**config.mk**
```make
export PLATFORM = sky130hd
export DESIGN_NAME = pll_lock_status_readback
export DESIGN_NICKNAME = d
export VERILOG_FILES = /design/src/logic/pll_status_pkg.sv /design/src/logic/status_bus_if.sv /design/src/logic/pll_lock_status_readback.sv /design/src/logic/status_read_mux.sv /design/src/logic/status_snapshot.sv
export SDC_FILE = /design/constraint.sdc
export NUM_CORES = 1
export LEC_CHECK = 0
export BUFFER_PORTS_ARGS = -buffer_cell sky130_fd_sc_hd__buf_2
export CORE_AREA = 2 2 69 137
export CTS_BUF_LIST = sky130_fd_sc_hd__clkbuf_16
export DETAILED_ROUTE_END_ITERATION = 10
export DIE_AREA = 0 0 71 139
export GPL_ROUTABILITY_DRIVEN = 1
export PLACE_DENSITY = 0.78
export SYNTH_ARGS = -nofsm -noshare
export SYNTH_HDL_FRONTEND = slang
export SYNTH_SLANG_ARGS = --single-unit
```
**constraint.sdc**
```tcl
create_clock -name ref_clk_i -period 2.3 [get_ports ref_clk_i]
set_input_delay 0.345 -clock ref_clk_i [delete_from_list [all_inputs] [get_ports ref_clk_i]]
set_output_delay 0.345 -clock ref_clk_i [all_outputs]
set_load 0.01 [all_outputs]
```
**src/logic/pll_status_pkg.sv**
```systemverilog
// Package with register map, field positions and widths of the loop status bank.
package pll_status_pkg;
	localparam int ADDR_W = 16;
	localparam int DATA_W = 8;
	localparam int BUCKET_W = 12;
	localparam int TWORD_W = 30;
	localparam logic [ADDR_W-1:0] UPDATE_ADDR = 16'h0005;
	localparam logic [DATA_W-1:0] UPDATE_CODE = 8'h01;
	localparam logic [ADDR_W-1:0] L0_PHASE_LO_ADDR = 16'h0d27;
	localparam logic [ADDR_W-1:0] L0_PHASE_HI_ADDR = 16'h0d28;
	localparam logic [ADDR_W-1:0] L0_FREQ_LO_ADDR = 16'h0d29;
	localparam logic [ADDR_W-1:0] L0_FREQ_HI_ADDR = 16'h0d2a;
	localparam logic [ADDR_W-1:0] CH1_LOCK_ADDR = 16'h0d40;
	localparam logic [ADDR_W-1:0] L1_STATE_ADDR = 16'h0d41;
	localparam logic [ADDR_W-1:0] L1_FLAGS_ADDR = 16'h0d42;
	localparam logic [ADDR_W-1:0] L1_TWORD0_ADDR = 16'h0d43;
	localparam logic [ADDR_W-1:0] L1_TWORD1_ADDR = 16'h0d44;
	localparam logic [ADDR_W-1:0] L1_TWORD2_ADDR = 16'h0d45;
	localparam logic [ADDR_W-1:0] L1_TWORD3_ADDR = 16'h0d46;
	localparam logic [ADDR_W-1:0] L1_PHASE_LO_ADDR = 16'h0d47;
	localparam logic [ADDR_W-1:0] L1_PHASE_HI_ADDR = 16'h0d48;
	localparam logic [ADDR_W-1:0] L1_FREQ_LO_ADDR = 16'h0d49;
	localparam logic [ADDR_W-1:0] L1_FREQ_HI_ADDR = 16'h0d4a;
	localparam int CAL_BIT = 4;
	localparam int ALOCK_BIT = 3;
	localparam int FLOCK_BIT = 2;
	localparam int PLOCK_BIT = 1;
	localparam int ALL_BIT = 0;
	localparam int REF_LSB = 3;
	localparam int SWITCH_BIT = 2;
	localparam int HOLD_BIT = 1;
	localparam int FREE_BIT = 0;
	localparam int SLEW_BIT = 2;
	localparam int CLAMP_BIT = 1;
	localparam int HIST_BIT = 0;
	localparam logic [DATA_W-1:0] ZERO_BYTE = 8'h00;
	localparam logic [BUCKET_W-1:0] BUCKET_RST = 12'h000;
	localparam logic [TWORD_W-1:0] TWORD_RST = 30'h00000000;
	typedef enum logic [1:0] {
		REF_A,
		REF_B,
		REF_C,
		REF_D
	} ref_sel_t;
endpackage : pll_status_pkg

```
**src/logic/status_bus_if.sv**
```systemverilog
// Interface carrying the snapshot of loop status from capture to read mux.
`timescale 1ns/10ps
interface status_bus_if;
	import pll_status_pkg::*;
	logic [BUCKET_W-1:0] l0_phase;
	logic [BUCKET_W-1:0] l0_freq;
	logic [BUCKET_W-1:0] l1_phase;
	logic [BUCKET_W-1:0] l1_freq;
	logic [TWORD_W-1:0]  l1_tword;
	logic [4:0]          ch1_lock;
	logic [4:0]          l1_state;
	logic [2:0]          l1_flags;
	modport producer (output l0_phase, l0_freq, l1_phase, l1_freq, l1_tword,
		ch1_lock, l1_state, l1_flags);
	modport consumer (input l0_phase, l0_freq, l1_phase, l1_freq, l1_tword,
		ch1_lock, l1_state, l1_flags);
endinterface : status_bus_if

```
**src/logic/pll_lock_status_readback.sv**
```systemverilog
// Top of the read-only loop status register bank with snapshot on update.
`timescale 1ns/10ps
module pll_lock_status_readback
	import pll_status_pkg::*;
(
	input  wire logic                                 ref_clk_i,
	input  wire logic                                 rst_i,
	input  wire logic                                 ce_i,
	input  wire logic [pll_status_pkg::ADDR_W-1:0]    addr_i,
	input  wire logic [pll_status_pkg::DATA_W-1:0]    wdata_i,
	input  wire logic                                 wr_i,
	input  wire logic                                 rd_i,
	output logic      [pll_status_pkg::DATA_W-1:0]    rdata_o,
	output logic                                      update_o,
	input  wire logic [pll_status_pkg::BUCKET_W-1:0]  l0_phase_bucket_i,
	input  wire logic [pll_status_pkg::BUCKET_W-1:0]  l0_freq_bucket_i,
	input  wire logic [pll_status_pkg::BUCKET_W-1:0]  l1_phase_bucket_i,
	input  wire logic [pll_status_pkg::BUCKET_W-1:0]  l1_freq_bucket_i,
	input  wire logic [pll_status_pkg::TWORD_W-1:0]   l1_tword_i,
	input  wire logic                                 sysclk_locked_i,
	input  wire logic                                 analog_loop_one_cal_i,
	input  wire logic                                 analog_loop_one_locked_i,
	input  wire logic                                 digital_loop_one_freq_lock_i,
	input  wire logic                                 digital_loop_one_phase_lock_i,
	input  wire pll_status_pkg::ref_sel_t             digital_loop_one_ref_i,
	input  wire logic                                 digital_loop_one_switching_i,
	input  wire logic                                 digital_loop_one_holdover_i,
	input  wire logic                                 digital_loop_one_free_run_i,
	input  wire logic                                 digital_loop_one_slew_limited_i,
	input  wire logic                                 digital_loop_one_clamped_i,
	input  wire logic                                 digital_loop_one_history_i
);
	import pll_status_pkg::*;

	status_bus_if snap_bus ();

	logic [4:0]        ch1_live;
	logic [4:0]        state_live;
	logic [2:0]        flags_live;
	logic              update_hit;
	logic [DATA_W-1:0] mux_data;
	logic              mux_hit;
	logic [DATA_W-1:0] rdata_r;
	logic [DATA_W-1:0] rdata_nxt;
	logic              update_r;
	logic              all_locked;

	assign all_locked = sysclk_locked_i & analog_loop_one_locked_i
		& digital_loop_one_freq_lock_i & digital_loop_one_phase_lock_i;

	always_comb begin
		ch1_live = '0;
		ch1_live[CAL_BIT]   = analog_loop_one_cal_i;
		ch1_live[ALOCK_BIT] = analog_loop_one_locked_i;
		ch1_live[FLOCK_BIT] = digital_loop_one_freq_lock_i;
		ch1_live[PLOCK_BIT] = digital_loop_one_phase_lock_i;
		ch1_live[ALL_BIT]   = all_locked;
		state_live = '0;
		state_live[REF_LSB +: 2] = digital_loop_one_ref_i;
		state_live[SWITCH_BIT]   = digital_loop_one_switching_i;
		state_live[HOLD_BIT]     = digital_loop_one_holdover_i;
		state_live[FREE_BIT]     = digital_loop_one_free_run_i;
		flags_live = '0;
		flags_live[SLEW_BIT]  = digital_loop_one_slew_limited_i;
		flags_live[CLAMP_BIT] = digital_loop_one_clamped_i;
		flags_live[HIST_BIT]  = digital_loop_one_history_i;
	end

	// Only the update code at the update address moves the snapshot.
	assign update_hit = wr_i && (addr_i == UPDATE_ADDR) && (wdata_i == UPDATE_CODE);

	status_snapshot u_snapshot (
		.ref_clk_i  (ref_clk_i),
		.rst_i      (rst_i),
		.ce_i       (ce_i),
		.take_i     (update_hit),
		.l0_phase_i (l0_phase_bucket_i),
		.l0_freq_i  (l0_freq_bucket_i),
		.l1_phase_i (l1_phase_bucket_i),
		.l1_freq_i  (l1_freq_bucket_i),
		.l1_tword_i (l1_tword_i),
		.ch1_lock_i (ch1_live),
		.l1_state_i (state_live),
		.l1_flags_i (flags_live),
		.snap       (snap_bus.producer)
	);

	status_read_mux u_mux (
		.addr_i (addr_i),
		.snap   (snap_bus.consumer),
		.data_o (mux_data),
		.hit_o  (mux_hit)
	);

	// Writes to status addresses have no path into any register.
	assign rdata_nxt = (rd_i && mux_hit) ? mux_data : ZERO_BYTE;

	always_ff @(posedge ref_clk_i) begin
		if (rst_i) begin
			rdata_r  <= ZERO_BYTE;
			update_r <= 1'b0;
		end else if (ce_i) begin
			rdata_r  <= rdata_nxt;
			update_r <= update_hit;
		end
	end

	assign rdata_o  = rdata_r;
	assign update_o = update_r;
endmodule : pll_lock_status_readback

```
**src/logic/status_read_mux.sv**
```systemverilog
// Read multiplexer that maps snapshot fields onto byte registers.
`timescale 1ns/10ps
module status_read_mux
	import pll_status_pkg::*;
(
	input  wire logic [ADDR_W-1:0] addr_i,
	status_bus_if.consumer         snap,
	output logic      [DATA_W-1:0] data_o,
	output logic                   hit_o
);
	function automatic logic [DATA_W-1:0] lo_byte(input logic [BUCKET_W-1:0] v);
		lo_byte = v[7:0];
	endfunction : lo_byte

	function automatic logic [DATA_W-1:0] hi_nib(input logic [BUCKET_W-1:0] v);
		hi_nib = {4'h0, v[BUCKET_W-1:8]};
	endfunction : hi_nib

	always_comb begin
		data_o = ZERO_BYTE;
		hit_o  = 1'b1;
		case (addr_i)
			L0_PHASE_LO_ADDR: data_o = lo_byte(snap.l0_phase);
			L0_PHASE_HI_ADDR: data_o = hi_nib(snap.l0_phase);
			L0_FREQ_LO_ADDR:  data_o = lo_byte(snap.l0_freq);
			L0_FREQ_HI_ADDR:  data_o = hi_nib(snap.l0_freq);
			CH1_LOCK_ADDR:    data_o = {3'h0, snap.ch1_lock};
			L1_STATE_ADDR:    data_o = {3'h0, snap.l1_state};
			L1_FLAGS_ADDR:    data_o = {5'h00, snap.l1_flags};
			L1_TWORD0_ADDR:   data_o = snap.l1_tword[7:0];
			L1_TWORD1_ADDR:   data_o = snap.l1_tword[15:8];
			L1_TWORD2_ADDR:   data_o = snap.l1_tword[23:16];
			L1_TWORD3_ADDR:   data_o = {2'h0, snap.l1_tword[29:24]};
			L1_PHASE_LO_ADDR: data_o = lo_byte(snap.l1_phase);
			L1_PHASE_HI_ADDR: data_o = hi_nib(snap.l1_phase);
			L1_FREQ_LO_ADDR:  data_o = lo_byte(snap.l1_freq);
			L1_FREQ_HI_ADDR:  data_o = hi_nib(snap.l1_freq);
			default:          hit_o = 1'b0;
		endcase
	end
endmodule : status_read_mux

```
**src/logic/status_snapshot.sv**
```systemverilog
// Snapshot registers that copy live loop status when software strobes an update.
`timescale 1ns/10ps
module status_snapshot
	import pll_status_pkg::*;
(
	input  wire logic                ref_clk_i,
	input  wire logic                rst_i,
	input  wire logic                ce_i,
	input  wire logic                take_i,
	input  wire logic [BUCKET_W-1:0] l0_phase_i,
	input  wire logic [BUCKET_W-1:0] l0_freq_i,
	input  wire logic [BUCKET_W-1:0] l1_phase_i,
	input  wire logic [BUCKET_W-1:0] l1_freq_i,
	input  wire logic [TWORD_W-1:0]  l1_tword_i,
	input  wire logic [4:0]          ch1_lock_i,
	input  wire logic [4:0]          l1_state_i,
	input  wire logic [2:0]          l1_flags_i,
	status_bus_if.producer           snap
);
	logic [BUCKET_W-1:0] l0_phase_r;
	logic [BUCKET_W-1:0] l0_freq_r;
	logic [BUCKET_W-1:0] l1_phase_r;
	logic [BUCKET_W-1:0] l1_freq_r;
	logic [TWORD_W-1:0]  l1_tword_r;
	logic [4:0]          ch1_lock_r;
	logic [4:0]          l1_state_r;
	logic [2:0]          l1_flags_r;

	always_ff @(posedge ref_clk_i) begin
		if (rst_i) begin
			l0_phase_r <= BUCKET_RST;
			l0_freq_r  <= BUCKET_RST;
			l1_phase_r <= BUCKET_RST;
			l1_freq_r  <= BUCKET_RST;
			l1_tword_r <= TWORD_RST;
			ch1_lock_r <= '0;
			l1_state_r <= '0;
			l1_flags_r <= '0;
		end else if (ce_i && take_i) begin
			l0_phase_r <= l0_phase_i;
			l0_freq_r  <= l0_freq_i;
			l1_phase_r <= l1_phase_i;
			l1_freq_r  <= l1_freq_i;
			l1_tword_r <= l1_tword_i;
			ch1_lock_r <= ch1_lock_i;
			l1_state_r <= l1_state_i;
			l1_flags_r <= l1_flags_i;
		end
	end

	assign snap.l0_phase = l0_phase_r;
	assign snap.l0_freq  = l0_freq_r;
	assign snap.l1_phase = l1_phase_r;
	assign snap.l1_freq  = l1_freq_r;
	assign snap.l1_tword = l1_tword_r;
	assign snap.ch1_lock = ch1_lock_r;
	assign snap.l1_state = l1_state_r;
	assign snap.l1_flags = l1_flags_r;
endmodule : status_snapshot

```
Word-level counts from Yosys, hierarchy flattened
Index checks and enable logic that the tools add are counted.

cells by class
  muxes and demuxes = 3
  div/mod/pow operators = 0
  multiply operators = 0
  order comparisons = 0
  eq/ne operators = 17
  shift-type cells = 0
  bitwise logic cells = 3
  reduce and logical (&&, ||, !) cells = 5
  add/subtract/negate cells = 0

operators by type and width
  kind                    count
  $eq A16 B12 Y1 const B  15
  $pmux W8 S15            1
  $eq A16 B3 Y1 const B   1
  $reduce_or A15 Y1       1
  $eq A8 B1 Y1 const B    1
  $mux W8                 1
  $logic_and A1 B1 Y1     4
  $and A1 B1 Y1           3
  $mux W1                 1

word-level totals
  RAM bits = 0
  word-level logic and storage cells = 38
  output and inout bits = 9
  flip-flop bits (word level) = 100
  bits in read-only memories = 0
  input bits = 120
  memories kept = 0
  bits in latches = 0

Depth between registers and ports, before layout
  depth in word-level cells = 5
  mapped depth = 8
  gate-level depth less buffers = 5

Hierarchy
Synthesis repeated with hierarchy kept, for this count alone.

unflattened totals
  cells, all modules = 606
  area total of the unflattened synthesis = 5,411.4 um2

modules (own cells, without submodules)
  module                    instances  area an instance (um2)  seq. area each (um2)  cells each
  status_snapshot           1          3,966.3                 1,821.7               414
  status_read_mux           1          997.2                   0.0                   141
  pll_lock_status_readback  1          447.9                   180.2                 51

Worst setup path after synthesis
Ideal clock, no wire load.

  kind = input-to-reg
  start point = in addr_i[3] (netlist name)
  end point = reg rdata_r[2] (netlist: rdata_o[2])
  arrival = 1.923 ns
  slack = 0.250 ns
  setup time = 0.127 ns
  data required time = 2.173 ns
  stages = 6
  cells stage by stage = clkbuf_1 -> mux2_2 -> a32o_1 -> o41a_1 -> a2111oi_0 -> o21ai_1

between the ends
  word-level cells in the longest chain between the ends = 5

RTL lines
  item                                line                             source
  start: declaration                  pll_lock_status_readback.sv:9    input wire logic [pll_status_pkg::ADDR_W-1:0] addr_i,
  $eq A16 B12 Y1                      status_read_mux.sv:22            case (addr_i)
  $reduce_or A15 Y1 (no source line)  --
  $mux W1                             status_read_mux.sv:22
  $logic_and A1 B1 Y1                 pll_lock_status_readback.sv:96   assign rdata_nxt = (rd_i && mux_hit) ? mux_data : ZERO_BYTE;
  $mux W8 *                           pll_lock_status_readback.sv:96
  end signal: assignment              pll_lock_status_readback.sv:103  rdata_r <= rdata_nxt;
  end: declaration                    pll_lock_status_readback.sv:43   logic [DATA_W-1:0] rdata_r;

Mark *: on every way between the ends. The rest lies on a longest branch, timed or not.
A chain may end at the register's enable or synchronous reset.

Worst setup path in the final report
  start point = reg u_snapshot.l1_phase_r[10] (netlist: u_snapshot.snap.l1_phase[10])
  end point = reg rdata_r[2] (netlist: rdata_o[2])

between the ends
  word-level cells in the longest chain between the ends = 2

RTL lines
  item                      line                            source
  start: declaration        status_snapshot.sv:22           logic [BUCKET_W-1:0] l1_phase_r;
  start signal: assignment  status_snapshot.sv:42           l1_phase_r <= l1_phase_i;
  $pmux W8 S15              status_read_mux.sv:22
  $mux W8                   pll_lock_status_readback.sv:96

Every way passes these cells.

==> reports/summary.txt <==
dpl ws -> 2.30 ps
Top Usage Layer GRT -> met2
clock network fraction of total power -> 43.7%
final worst path period need -> 2000 ps
grt ovf -> 0
final net count -> 825
PostCTS Resize Cnt -> 0
sequential area share after synthesis -> 44.4%
detailed placer's ending HPWL -> 10900 µm
RR Startpoint -> u_snapshot.snap.l1_phase[10]$_SDFFE_PP0P_
Slew HR -> 41.3%
cts hold-fix bufs -> 0
Max Cap Violations -> 0
placed cell count -> 796
power per standard cell area -> 617 nW/µm²
CP startpoint -> u_snapshot.snap.l1_phase[10]$_SDFFE_PP0P_
Final period util -> 86.9%
Post-Route WL -> 14000 µm
Final setup viols -> 0
crit path max fanout -> 2
HP Class -> in -> reg
Mean Syn Cell Area -> 7.86 µm²
Leak -> 2.12 nW
Hold Fails Final Rpt -> 0
chip height -> 139 µm
design area -> 5700 µm²
Distinct cells, synth -> 56
NetSw -> 0.000814 W
Reg2Reg Depth -> 6
max-slew violations -> 0
sequential share of power -> 49.2%
row cnt -> 49
peak supply drop -> 0.406 mV
Synth Cell Area -> 4510 µm²
Area growth, synth to finish -> 26.5%
Core Box Area -> 8890 µm²
# diodes -> 0
# DRC -> 0
Reg clk slew, reported paths -> 70 ps
ys flop type -> dfxtp_1
RSZ-0062 raised after global routing -> false
global-route wire length before repair -> 21800 µm
commonest non-fill, non-tap cell in the layout -> nand2_1
CTS tree -> done
flop2flop setup slack -> 300 ps
Least-Margin Pin Slew -> 880 ps
GRT Total Usage -> 28.4%
Boundary Pins -> 129
1st-iter DRT viols -> 259
Final GP Congestion -> 0.890
CTS Buf Count -> 9
CP startpoint kind -> flop
Critical Path Sink -> rdata_o[2]$_SDFFE_PP0P_
WS Path Type -> reg -> reg
Clock Tree Buf Depth -> 2
Synth async-reset ratio -> 0%
Internal Power -> 0.00270 W
post-route ant nets -> 0
Clock Latency Late Sink -> 350 ps
Post-synth EDFFs -> 0
Synth warnings -> 0
Clock Skews -> 7.62 ps
Port Buf Inserts -> 128
Mapped Nets -> 693
# Post-CTS Setup Buffers -> 0
share of cells above drive strength 1 -> 27.6%
routed vias -> 4574
pin count of the biggest net entering global routing -> 88
Switching Fraction -> 23.1%
Comb pwr share -> 7.1%
outcome -> finished clean
FF-to-FF End -> rdata_o[2]$_SDFFE_PP0P_
clock root buffer master -> clkbuf_16
GR Layer Usage met3 -> 5.23%
met2 GRT Util -> 51.9%
die area -> 9870 µm²
CP Data Required Time -> 2540 ps
critical path endpoint category -> flop
Starting Density -> 50.7%
via/cell ratio -> 5.63
Placed Area -> 5400 µm²
GR Layer Usage met1 -> 28.3%
Arr. time, crit path -> 2240 ps
Max Freq -> 0.501 GHz
most frequent cells in the layout -> nand2_1 (201), buf_2 (128), dfxtp_1 (100), a21oi_1 (95), buf_4 (32)
vias in the first global route -> 4584
setup TNS -> 0 ps
final worst-path setup slack -> 302 ps
die width -> 71 µm
Pre-Repair DR Iteration Count -> 5
initial antenna violation count -> 0
routed len/inst -> 17.3 µm
H-tree depth -> 3
clk sinks -> 100
fin cells -> 812
synthesis-stage register bit count -> 100
Cells after Synth -> 573
## how the worst min path moves through the flow
stage / start / end / slack, ps / cells past startpoint
detailed placement: rdata_o[7]$_SDFFE_PP0P_ / rdata_o[7]$_SDFFE_PP0P_ / 440 / 2
CTS: l1_tword_i[11] / u_snapshot.snap.l1_tword[11]$_SDFFE_PP0P_ / 230 / 3
global placement: rdata_o[4]$_SDFFE_PP0P_ / rdata_o[4]$_SDFFE_PP0P_ / 440 / 2
global route: l0_freq_bucket_i[6] / u_snapshot.snap.l0_freq[6]$_SDFFE_PP0P_ / 240 / 3
finish: l0_freq_bucket_i[8] / u_snapshot.snap.l0_freq[8]$_SDFFE_PP0P_ / 230 / 3
floorplan: u_snapshot.snap.l0_freq[3]$_SDFFE_PP0P_ / u_snapshot.snap.l0_freq[3]$_SDFFE_PP0P_ / 430 / 2
## state kept, by name, indices dropped and copies added, names as in the netlist, 5 cells and up
register,flops
rdata_o,8
u_snapshot.snap.l1_state,5
u_snapshot.snap.l1_freq,12
u_snapshot.snap.l0_phase,12
u_snapshot.snap.l1_tword,30
u_snapshot.snap.ch1_lock,5
u_snapshot.snap.l0_freq,12
u_snapshot.snap.l1_phase,12
## synth_stat cells (3+ instances only)
master / number / area share [%]
mux2_2: 8 / 2.0
nor2b_1: 6 / 0.83
o21ai_1: 4 / 0.44
buf_1: 4 / 0.33
a22oi_1: 7 / 1.2
a222oi_1: 4 / 0.89
nand2_1: 201 / 17
a221oi_1: 3 / 0.58
clkbuf_1: 15 / 1.2
a22o_1: 4 / 0.78
a21oi_1: 95 / 11
dfxtp_1: 100 / 44
nor3_1: 7 / 0.78
a32oi_1: 6 / 1.2
nand3b_1: 3 / 0.50
nor4_1: 3 / 0.42
nor4b_1: 5 / 0.97
buf_2: 23 / 2.6
nor2_1: 6 / 0.50
o21ai_0: 5 / 0.56
nand3_1: 5 / 0.56
nand4_1: 3 / 0.42
mux2i_1: 7 / 1.6
## power groups by stage
stage | Clock [W] | Sequential [W] | Combinational (W)
after floorplan | 0 | 0.00177 | 0.0000891
after detailed placement | 0 | 0.00177 | 0.000246
after CTS | 0.00154 | 0.00173 | 0.000246
after global placement | 0 | 0.00177 | 0.000242
after global routing | 0.00161 | 0.00173 | 0.000268
final | 0.00154 | 0.00173 | 0.000249
## stage by stage
step | power, W | util [%] | hold WS [ps]
2_1_floorplan | 0.00186 | - | 427
3_3_place_gp | 0.00201 | 60.8 | 435
3_5_place_dp | 0.00202 | 60.8 | 439
4_1_cts | 0.00352 | 64.1 | 227
5_1_grt | 0.00361 | 64.1 | 238
6_report | 0.00352 | 64.1 | 227
## final cells by class
class / count / area, µm²
repair buffers: 164 / 961
well taps: 102 / 128
clock buffers: 9 / 225
inverters: 2 / 7.51
multi-input cells: 428 / 2300
flip-flops and latches: 100 / 2000
clock inverters: 7 / 75.1
fillers: 809 / 3190
## critical path, stage by stage, from the launching register on
cell and delay [ps]:
dfxtp_1 340, mux2_2 270, a32o_1 210, o41a_1 430, a2111oi_0 430, buf_4 180, o21ai_1 40
## layer usage
| layer | share of wire, % | wire (µm) |
|---|---|---|
| met3 | 3.8 | 534 |
| met5 | 0 | 0 |
| met2 | 55 | 7780 |
| met4 | 5.8 | 815 |
| met1 | 35 | 4920 |
## logic make-up after synthesis
kind of cell           after synthesis  share of synthesized area, %
flip-flops                         100                          44.4
AO/OA/AOI/OAI                      148                          19.9
AND/OR/NAND/NOR                    263                          26.6
multiplexers                        17                          4.55
buffers and inverters               45                          4.55
Power figures use the tool's default switching activity.
